$ cat src/rtl/tpl_pkg.sv
// Constants, encodings and reset values of the transport lock bank.
// Assumes one 25 MHz clock domain; shared by the bank and its calculators.
package tpl_pkg;

    // Sizes of the bank.
    localparam int NUM_CH     = 2;
    localparam int CH_W       = 1;
    localparam int NUM_GROUPS = 5;
    localparam int GROUP_W    = 3;
    localparam int HDR_WORDS  = 8;
    localparam int HDR_IDX_W  = 3;
    localparam int FLOW_WORDS = 4;
    localparam int FLOW_IDX_W = 2;

    // Lock groups picked by the lock group selector.
    typedef enum logic [2:0] {
        GRP_IMAGE    = 3'h0,
        GRP_ENCODING = 3'h1,
        GRP_BPP      = 3'h2,
        GRP_ENLARGED = 3'h3,
        GRP_DEVICE   = 3'h4
    } tpl_group_e;

    // Settings reached through the write and read request ports.
    typedef enum logic [3:0] {
        SET_LOCK        = 4'h0,
        SET_GROUP_SEL   = 4'h1,
        SET_GROUP_STATE = 4'h2,
        SET_WIDTH       = 4'h3,
        SET_HEIGHT      = 4'h4,
        SET_ENCODING    = 4'h5,
        SET_ENLARGED    = 4'h6,
        SET_MODE        = 4'h7,
        SET_CHANNEL     = 4'h8,
        SET_BYTE_COUNT  = 4'h9,
        SET_STATUS      = 4'ha
    } tpl_setting_e;

    // Container format mode and diagnostic payload format.
    typedef enum logic [1:0] {
        MODE_OFF  = 2'h0,
        MODE_ON   = 2'h1,
        MODE_AUTO = 2'h2
    } tpl_mode_e;
    typedef enum logic [1:0] {
        DIAG_OFF       = 2'h0,
        DIAG_MULTIPART = 2'h1,
        DIAG_CONTAINER = 2'h2
    } tpl_diag_e;

    // Lock phases of the transport parameters.
    typedef enum logic [1:0] {
        ST_OPEN    = 2'h0,
        ST_LOCKED  = 2'h1,
        ST_RUNNING = 2'h2
    } tpl_state_e;

    // Reset values; bits per pixel sits in the low byte of the encoding.
    localparam logic [15:0] WIDTH_RST    = 16'h0280;
    localparam logic [15:0] HEIGHT_RST   = 16'h01e0;
    localparam logic [15:0] ENCODING_RST = 16'h0108;
    localparam logic [NUM_GROUPS-1:0] GROUP_STATE_RST = 5'h1f;
    localparam int BPP_LSB = 0;
    localparam int BPP_MSB = 7;
    localparam logic [31:0] LOCK_ON = 32'h1;

    // Payload and container layout; the version value is arbitrary.
    localparam logic [31:0] HDR_VERSION    = 32'h0001_0000;
    localparam logic [31:0] HDR_BYTES      = 32'h0000_0040;
    localparam logic [31:0] ENLARGED_BYTES = 32'h0000_0100;
    localparam logic [31:0] COMPONENTS     = 32'h0000_0001;
    localparam logic [31:0] PARTS          = 32'h0000_0001;
    localparam logic [31:0] FLOW_COUNT     = 32'h0000_0001;
    localparam logic [31:0] FLOW_OFFSET    = 32'h0000_0000;
    localparam logic [31:0] TRAILER_BYTES [NUM_CH] = '{32'h40, 32'h80};
    localparam int HW_VERSION = 0;
    localparam int HW_SIZE    = 1;
    localparam int HW_COMPS   = 2;
    localparam int HW_PARTS   = 3;
    localparam int HW_OFFSET  = 4;
    localparam int FW_VERSION = 0;
    localparam int FW_COUNT   = 1;
    localparam int FW_SIZE    = 2;
    localparam int FW_OFFSET  = 3;

endpackage

$ cat src/rtl/tpl_cfg_if.sv
// Settings carried from the lock bank to each payload calculator.
// Assumes source and calculators share one clock.
interface tpl_cfg_if;
    logic [15:0] width;
    logic [15:0] height;
    logic [7:0]  bpp;
    logic        enlarged;
    logic        containerOn;
    logic        freeze;
    modport src  (output width, height, bpp, enlarged, containerOn, freeze);
    modport calc (input  width, height, bpp, enlarged, containerOn, freeze);
endinterface

$ cat src/rtl/tpl_lock_bank.sv
// Transport parameter lock bank with stream format selection.
// Assumes synchronous inputs, one request per port per cycle.

module tpl_lock_bank
    import tpl_pkg::*;
(
    // Clock, reset and enable.
    input  wire logic                  clk,
    input  wire logic                  sys_rst,
    input  wire logic                  ce,
    // Setting writes from host or internal sequencer.
    input  wire logic                  setReq,
    input  wire logic                  setInternal,
    input  wire tpl_setting_e          setSel,
    input  wire logic [31:0]           setData,
    output logic                       setDone,
    output logic                       setErr,
    // Setting reads.
    input  wire logic                  rdReq,
    input  wire tpl_setting_e          rdSel,
    output logic      [31:0]           rdData,
    output logic                       rdValid,
    // Acquisition commands.
    input  wire logic                  captureBeginReq,
    input  wire logic                  transferBeginReq,
    input  wire logic                  captureEnd,
    output logic                       captureBeginGo,
    output logic                       transferBeginGo,
    output logic                       cmdRefused,
    // Device conditions.
    input  wire logic                  lineScan,
    input  wire logic                  autoPrefer,
    input  wire logic                  headerVariable,
    input  wire tpl_diag_e             diagnosticPayloadFormat,
    // Settings and status seen by streaming logic.
    output logic                       transportParamLock,
    output logic      [NUM_GROUPS-1:0] groupLocked,
    output logic      [15:0]           pixelWidth,
    output logic      [15:0]           pixelHeight,
    output logic      [15:0]           pixelEncoding,
    output logic                       enlargedPayload,
    output logic                       containerFormatActive,
    output logic                       streamAsContainer,
    output logic      [31:0]           bufferByteCount,
    // Header preview and flow map table.
    input  wire logic [HDR_IDX_W-1:0]  hdrIdx,
    output logic      [31:0]           hdrWord,
    output logic                       hdrAvail,
    input  wire logic [FLOW_IDX_W-1:0] flowIdx,
    output logic      [31:0]           flowWord,
    output logic                       flowAvail
);

    tpl_state_e            state;
    tpl_state_e            next_state;
    tpl_group_e            lockGroupSelect;
    tpl_mode_e             containerFormatMode;
    logic [NUM_GROUPS-1:0] lockGroupState;
    logic [CH_W-1:0]       streamChannelPick;
    logic                  wrTake;
    logic                  wrOk;
    logic                  lockWr;
    logic                  unlockWr;
    logic [31:0]           chCount [NUM_CH];
    logic [31:0]           chHdr   [NUM_CH];
    logic [31:0]           chFlow  [NUM_CH];

    tpl_cfg_if cfg ();

    assign wrTake = ce && setReq;
    assign lockWr = wrTake && wrOk && setSel == SET_LOCK;
    assign unlockWr = lockWr && setData != LOCK_ON;

    // Any non-open phase means the critical settings are frozen.
    assign transportParamLock = state != ST_OPEN;

    // A group is frozen only while the global lock stands.
    always_comb begin
        for (int g = 0; g < NUM_GROUPS; g++) begin
            groupLocked[g] = transportParamLock && lockGroupState[g];
        end
    end

    // Acceptance check of a write, the same for host and internal writers except on the lock setting.
    always_comb begin
        case (setSel)
            SET_LOCK: begin
                // Internal logic may not touch the lock itself.
                wrOk = !setInternal && setData <= LOCK_ON
                    && !(state == ST_RUNNING && setData != LOCK_ON);
            end
            SET_GROUP_SEL: begin
                wrOk = setData < 32'(NUM_GROUPS);
            end
            SET_GROUP_STATE: begin
                wrOk = !transportParamLock;
            end
            SET_WIDTH: begin
                wrOk = !groupLocked[GRP_IMAGE];
            end
            SET_HEIGHT: begin
                wrOk = !groupLocked[GRP_IMAGE] || lineScan;
            end
            SET_ENCODING: begin
                wrOk = !groupLocked[GRP_ENCODING]
                    && (!groupLocked[GRP_BPP]
                        || setData[BPP_MSB:BPP_LSB]
                           == pixelEncoding[BPP_MSB:BPP_LSB]);
            end
            SET_ENLARGED: begin
                wrOk = !groupLocked[GRP_ENLARGED];
            end
            SET_MODE: begin
                // Stream format is streaming channel setup, so it locks.
                wrOk = !transportParamLock
                    && setData <= 32'(MODE_AUTO);
            end
            SET_CHANNEL: begin
                wrOk = setData < 32'(NUM_CH);
            end
            default: begin
                wrOk = 1'b0;
            end
        endcase
    end

    // Lock phase: begins are only honoured once the settings are locked.
    always_comb begin
        next_state = state;
        case (state)
            ST_OPEN: begin
                if (lockWr && !unlockWr) begin
                    next_state = ST_LOCKED;
                end
            end
            ST_LOCKED: begin
                if (unlockWr) begin
                    next_state = ST_OPEN;
                end else if (captureBeginReq) begin
                    next_state = ST_RUNNING;
                end
            end
            ST_RUNNING: begin
                if (captureEnd) begin
                    next_state = ST_LOCKED;
                end
            end
            default: begin
                next_state = ST_OPEN;
            end
        endcase
    end

    // Phase register; reset leaves every setting changeable.
    always_ff @(posedge clk) begin
        if (sys_rst) begin
            state <= ST_OPEN;
        end else if (ce) begin
            state <= next_state;
        end
    end

    // Write answer: one pulse per taken write, error when refused.
    always_ff @(posedge clk) begin
        if (sys_rst) begin
            setDone <= 1'b0;
            setErr  <= 1'b0;
        end else if (ce) begin
            setDone <= setReq;
            setErr  <= setReq && !wrOk;
        end
    end

    // Stored settings change only on an accepted write.
    always_ff @(posedge clk) begin
        if (sys_rst) begin
            lockGroupSelect     <= GRP_IMAGE;
            lockGroupState      <= GROUP_STATE_RST;
            pixelWidth          <= WIDTH_RST;
            pixelHeight         <= HEIGHT_RST;
            pixelEncoding       <= ENCODING_RST;
            enlargedPayload     <= 1'b0;
            containerFormatMode <= MODE_OFF;
            streamChannelPick   <= '0;
        end else if (wrTake && wrOk) begin
            case (setSel)
                SET_GROUP_SEL: begin
                    lockGroupSelect <= tpl_group_e'(setData[GROUP_W-1:0]);
                end
                SET_GROUP_STATE: begin
                    lockGroupState[lockGroupSelect] <= setData[0];
                end
                SET_WIDTH: begin
                    pixelWidth <= setData[15:0];
                end
                SET_HEIGHT: begin
                    pixelHeight <= setData[15:0];
                end
                SET_ENCODING: begin
                    pixelEncoding <= setData[15:0];
                end
                SET_ENLARGED: begin
                    enlargedPayload <= setData[0];
                end
                SET_MODE: begin
                    containerFormatMode <= tpl_mode_e'(setData[1:0]);
                end
                SET_CHANNEL: begin
                    streamChannelPick <= setData[CH_W-1:0];
                end
                default: begin
                end
            endcase
        end
    end

    // Automatic leaves the choice to the streaming side's preference.
    assign containerFormatActive = containerFormatMode == MODE_ON
        || (containerFormatMode == MODE_AUTO && autoPrefer);

    // Only the diagnostic format may override the container mode.
    always_comb begin
        case (diagnosticPayloadFormat)
            DIAG_OFF: begin
                streamAsContainer = containerFormatActive;
            end
            DIAG_CONTAINER: begin
                streamAsContainer = 1'b1;
            end
            default: begin
                streamAsContainer = 1'b0;
            end
        endcase
    end

    // Begin commands: refused until the transport settings are locked.
    always_ff @(posedge clk) begin
        if (sys_rst) begin
            captureBeginGo  <= 1'b0;
            transferBeginGo <= 1'b0;
            cmdRefused      <= 1'b0;
        end else if (ce) begin
            captureBeginGo  <= captureBeginReq && transportParamLock;
            transferBeginGo <= transferBeginReq && transportParamLock;
            cmdRefused      <= (captureBeginReq || transferBeginReq)
                            && !transportParamLock;
        end
    end

    // Settings handed to the per channel calculators.
    assign cfg.width       = pixelWidth;
    assign cfg.height      = pixelHeight;
    assign cfg.bpp         = pixelEncoding[BPP_MSB:BPP_LSB];
    assign cfg.enlarged    = enlargedPayload;
    assign cfg.containerOn = containerFormatActive;
    assign cfg.freeze      = transportParamLock;

    // One calculator per stream channel keeps the counts apart.
    for (genvar c = 0; c < NUM_CH; c++) begin : gCh
        tpl_payload_calc #(
            .CH (c)
        ) uCalc (
            .clk       (clk),
            .sys_rst   (sys_rst),
            .ce        (ce),
            .cfg       (cfg),
            .hdrIdx    (hdrIdx),
            .flowIdx   (flowIdx),
            .byteCount (chCount[c]),
            .hdrWord   (chHdr[c]),
            .flowWord  (chFlow[c])
        );
    end

    // The picked channel is shown; all muxed words are flop outputs.
    assign bufferByteCount = chCount[streamChannelPick];
    assign hdrWord  = chHdr[streamChannelPick];
    assign flowWord = chFlow[streamChannelPick];

    // A fully variable container has no meaningful preview.
    assign hdrAvail  = containerFormatActive && !headerVariable;
    assign flowAvail = containerFormatActive;

    // Read answer one cycle after the request.
    always_ff @(posedge clk) begin
        if (sys_rst) begin
            rdData  <= 32'h0;
            rdValid <= 1'b0;
        end else if (ce) begin
            rdValid <= rdReq;
            case (rdSel)
                SET_LOCK: begin
                    rdData <= 32'(transportParamLock);
                end
                SET_GROUP_SEL: begin
                    rdData <= 32'(lockGroupSelect);
                end
                SET_GROUP_STATE: begin
                    rdData <= 32'(lockGroupState[lockGroupSelect]);
                end
                SET_WIDTH: begin
                    rdData <= 32'(pixelWidth);
                end
                SET_HEIGHT: begin
                    rdData <= 32'(pixelHeight);
                end
                SET_ENCODING: begin
                    rdData <= 32'(pixelEncoding);
                end
                SET_ENLARGED: begin
                    rdData <= 32'(enlargedPayload);
                end
                SET_MODE: begin
                    rdData <= 32'(containerFormatMode);
                end
                SET_CHANNEL: begin
                    rdData <= 32'(streamChannelPick);
                end
                SET_BYTE_COUNT: begin
                    rdData <= bufferByteCount;
                end
                SET_STATUS: begin
                    rdData <= 32'(containerFormatActive);
                end
                default: begin
                    rdData <= 32'h0;
                end
            endcase
        end
    end
endmodule

$ cat src/rtl/tpl_payload_calc.sv
// Per stream channel byte count, header preview and flow map table.
// Assumes the settings in cfg are stable flops of the lock bank.
module tpl_payload_calc
    import tpl_pkg::*;
#(
    parameter int CH = 0
) (
    // Clock, reset and enable.
    input  wire logic                  clk,
    input  wire logic                  sys_rst,
    input  wire logic                  ce,
    // Settings from the bank.
    tpl_cfg_if.calc                    cfg,
    // Word pickers and results.
    input  wire logic [HDR_IDX_W-1:0]  hdrIdx,
    input  wire logic [FLOW_IDX_W-1:0] flowIdx,
    output logic      [31:0]           byteCount,
    output logic      [31:0]           hdrWord,
    output logic      [31:0]           flowWord
);

    logic [39:0] pixBits;
    logic [31:0] next_count;
    logic [31:0] next_hdr  [HDR_WORDS];
    logic [31:0] next_flow [FLOW_WORDS];
    logic [31:0] hdrMem    [HDR_WORDS];
    logic [31:0] flowMem   [FLOW_WORDS];

    // Image bytes plus enlarged part, trailer stamps and container header.
    always_comb begin
        pixBits = 40'(cfg.width) * 40'(cfg.height) * 40'(cfg.bpp);
        next_count = 32'(pixBits >> 3) + TRAILER_BYTES[CH]
                   + (cfg.enlarged ? ENLARGED_BYTES : 32'h0)
                   + (cfg.containerOn ? HDR_BYTES : 32'h0);
        for (int i = 0; i < HDR_WORDS; i++) begin
            next_hdr[i] = 32'h0;
        end
        for (int i = 0; i < FLOW_WORDS; i++) begin
            next_flow[i] = 32'h0;
        end
        // The count is the largest buffer, so variable containers fit.
        next_hdr[HW_VERSION]   = HDR_VERSION;
        next_hdr[HW_SIZE]      = next_count;
        next_hdr[HW_COMPS]     = COMPONENTS;
        next_hdr[HW_PARTS]     = PARTS;
        next_hdr[HW_OFFSET]    = HDR_BYTES;
        next_flow[FW_VERSION]  = HDR_VERSION;
        next_flow[FW_COUNT]    = FLOW_COUNT;
        next_flow[FW_SIZE]     = next_count;
        next_flow[FW_OFFSET]   = FLOW_OFFSET;
    end

    // All three follow the settings together and hold once frozen.
    always_ff @(posedge clk) begin
        if (sys_rst) begin
            byteCount <= 32'h0;
            for (int i = 0; i < HDR_WORDS; i++) begin
                hdrMem[i] <= 32'h0;
            end
            for (int i = 0; i < FLOW_WORDS; i++) begin
                flowMem[i] <= 32'h0;
            end
        end else if (ce && !cfg.freeze) begin
            byteCount <= next_count;
            hdrMem    <= next_hdr;
            flowMem   <= next_flow;
        end
    end

    // Read words are registered to keep the outputs glitch free.
    always_ff @(posedge clk) begin
        if (sys_rst) begin
            hdrWord  <= 32'h0;
            flowWord <= 32'h0;
        end else if (ce) begin
            hdrWord  <= hdrMem[hdrIdx];
            flowWord <= flowMem[flowIdx];
        end
    end

endmodule

$ cat config.mk
export PLATFORM = sky130hd
export DESIGN_NAME = tpl_lock_bank
export DESIGN_NICKNAME = d
export VERILOG_FILES = /design/src/rtl/tpl_pkg.sv /design/src/rtl/tpl_cfg_if.sv /design/src/rtl/tpl_lock_bank.sv /design/src/rtl/tpl_payload_calc.sv
export SDC_FILE = /design/constraint.sdc
export NUM_CORES = 2
export LEC_CHECK = 0
export ABC_AREA = 1
export BUFFER_PORTS_ARGS = -buffer_cell sky130_fd_sc_hd__buf_2
export CAP_MARGIN = 20
export CORE_AREA = 5 5 225 227
export DETAILED_ROUTE_END_ITERATION = 7
export DIE_AREA = 0 0 230 232
export PLACE_DENSITY = 0.85
export SYNTH_ARGS = -nofsm -noshare
export SYNTH_HDL_FRONTEND = slang
export SYNTH_SLANG_ARGS = --single-unit
$ cat constraint.sdc
create_clock -name clk -period 10.5 [get_ports clk]
set_input_delay 1.575 -clock clk [delete_from_list [all_inputs] [get_ports clk]]
set_output_delay 1.575 -clock clk [all_outputs]
set_load 0.005 [all_outputs]
==> key figures <==
Place
  • Port bufs: roughly 250
  • HPWL Detailed: about 76000 um
  • GPL Wtd Cong: around 1.0
  • Cells after DPL: 5145
  • Cell Area, Placed: 32300 sq um

Floorplanning
  • # rows: 81
  • Area of the die: roughly 53000 sq um
  • CORE AREA: 48400 sq um
  • Initial Util: 0.618
  • Chip width: about 230 um
  • DIE HEIGHT: 232 um
  • I/O pin total: between 200 and 300

Route
  • Vias/cell: between 5 and 6
  • Total Wirelength: 98900 um
  • DRC Markers: 0
  • DR iter-0 viols: just over 4000
  • Drt wl/cell: 19.0 um
  • Vias: 29700
  • Pre-antenna DRT Iters: 6
  • DRT antenna net count: 0

Critical path
  • Crit Path Max Fanout: 12
  • Worst EP required: about 11 ns
  • Data arrival, critical path: 10.64 ns
  • Crit-path most repeated cell: fa_1
  • Critical-path top delay cell: fa_1
  • Startpoint Class: flip-flop
  • Type of the worst setup path: reg -> reg
  • Worst reg-to-reg path cell count: 43
  • Crit. End Element: flip-flop
  • Crit-path max cell delay: 0.56 ns

STA
  • Worst Skew: 0.0102 ns
  • Unrepaired setup endpoints after global routing: yes
  • Final Hold Fails: 0
  • Crit path time final: around 10 ns
  • Final Cycle Share: 0.968
  • Slew Limit Fails: 0
  • # setup viols final: 0
  • Worst slew pin tran: around 1.1 ns
  • Slew HR: 0.261
  • Total negative slack: 0 ns
  • Max Clk Rate: 98.4 MHz

Worst hold path
  • Hold Path Class: reg -> reg
  • Worst hold path depth: 2

Synthesis
  • Leading area contributor after synthesis: fa_1
  • Syn avg cell area: between 6 and 7 sq um
  • EDFF count, synth: 0
  • Syn_nets: between 4000 and 5000
  • Share of the synthesized area in the top cell type: 0.245
  • Flops & latches, synth: 275
  • Ys Warns: 0
  • Post-Syn Area: roughly 30000 sq um
  • Ys flop type: dfxtp_1
  • Netlist cell types: 53
  • Synth area leaders: fa_1 (24%), dfxtp_1 (18%), nand2_1 (15%)
  • Post-synthesis sequential area ratio: 0.184
  • Cells after Synth: approximately 4300
  • Asr flop ratio synth: 0

Status
  • Run status: completed

Global route
  • Total GRT Usage: 0.361
  • Pin count of the biggest net entering global routing: 100
  • Vias in the first global route: roughly 29000
  • First-pass GRT wire length: around 150000 um
  • Overflow left after global routing: 0
  • Initial antenna violation count: 9

Clocking
  • Root buffer cell: clkbuf_16
  • Clk buf depth: 3
  • Clock insertion delay at the later pin of the skew report: 0.59 ns
  • H-tree Lvls: 1
  • Num CTS Buffers: 29
  • Clock tree from TritonCTS: built
  • Worst-path clk slew: approximately 0.060 ns
  • Post-CTS Hold Fix Bufs: 0
  • Clock sink total: around 280

Finish
  • Final non-filler cell total: ~5200
  • Layout cell share with drive strength beyond 1: 0.143
  • Post-Layout Inst Area: about 34000 sq um
  • Area of the multi-input gates: approximately 21000 sq um
  • Area Overhead vs Synth: 13.7%
  • # nets final: 5145
  • Reg area: around 5500 sq um
  • Fillers: approximately 4000

Job
  • Max cap viols: 0

Power
  • Leakage power figure: ~18 nW
  • Power density cells: around 80 nW/um^2
  • Peak supply drop: between 100 and 150 uV
## layout by cell type, fill, tap and decap left out, types with 34 or more instances in the layout
master / Yosys / routed
xor2_1: 38 / 34
ha_1: 153 / 135
nand2_1: 1174 / 1157
a21oi_1: 272 / 266
buf_4: 19 / 167
nand3_1: 226 / 221
buf_2: 7 / 249
nor2_1: 373 / 342
dfxtp_1: 275 / 251
inv_1: 871 / 865
o21ai_0: 147 / 142
fa_1: 366 / 363
## kinds of logic (layout without fill, tap and decap cells)
logic type      Yosys count  count (layout)  synth area share
fa+ha+maj               519             519             0.309
simple gates           1868            1868             0.253
other cells               0               6                 0
compound gates          499             499            0.0907
flops                   275             275             0.184
xor+xnor                 68              68            0.0218
buf+inv                1113            1360             0.142
## per-stage QoR
step	utilization	hold WS [ns]	total power, mW	setup WS [ns]
final	0.703	0.461	2.65	0.336
after floorplan	-	0.443	1.35	0.734
after CTS	0.689	0.458	2.61	0.0131
after global placement	0.667	0.447	1.51	-0.0311
after detailed placement	0.667	0.449	1.51	-0.153
after global routing	0.703	0.470	2.73	-0.0789
## cell type report
cell class              instances  share of cell area
flip-flops and latches        275               0.163
well taps                     622              0.0228
repair buffers                422              0.0761
diodes                          6            0.000441
inverters                     885              0.0979
clock inverters                10             0.00514
multi-input cells            2954               0.609
clock buffers                  43              0.0255
## final timing paths
kind | slack [ns] | endpoint | start
hold / removal | 0.46 | setDone | setDone
setup / recovery | 0.34 | gCh[0].uCalc.byteCount[24] | pixelHeight[3]
setup reg to reg | 0.34 | gCh[0].uCalc.byteCount[24] | pixelHeight[3]
hold reg to reg | 0.46 | setDone | setDone
## sequential cells by signal, indices dropped and copies added, names as in the netlist, 5 cells and up
register and cells:
gCh.uCalc.byteCount 58, gCh.uCalc.flowWord 58, gCh.uCalc.hdrWord 58, lockGroupState 5
pixelEncoding 16, pixelHeight 16, pixelWidth 16, rdData 32
## what timing repair did
action,in CTS,in global routing
setup buffers,0,12
resized for setup,7,143
pin swaps,0,35
endpoints found under the setup margin,22,36
## report_power, final
group	switching, mW	total (mW)	internal (mW)
Sequential	0.0489	1.12	1.08
Combinational	0.270	0.399	0.129
Clock	0.455	1.13	0.672
Total	0.774	2.65	1.88
## synth_stat cells, types with 24 or more instances
cell / number
nand4_1: 26
inv_1: 871
nor2_1: 373
dfxtp_1: 275
xnor2_1: 24
xor2_1: 38
fa_1: 366
a21oi_1: 272
clkbuf_1: 182
ha_1: 153
o21ai_0: 147
nand3_1: 226
nand2_1: 1174
## worst max-delay path: cells and delay by family (launching register included)
family / cells / cell delay, ns
buffers and inverters: 9 / 0.89
adders and majority gates: 12 / 5.66
DFF: 1 / 0.47
AOI/OAI and AO/OA: 2 / 0.35
and+or+nand+nor: 19 / 2.51
xor gates and xnor gates: 1 / 0.20
## routing by layer
layer  vias up  part of all wire  track usage  wire length [um]
li1      13500                 -            -                 -
met1     14000              0.38        0.494             37300
met2      1893              0.44        0.568             43800
met3       348              0.13       0.0827             13200
met4         4             0.047        0.128              4620
met5         -           0.00021            0                21
(Power assumes the default switching activity.)
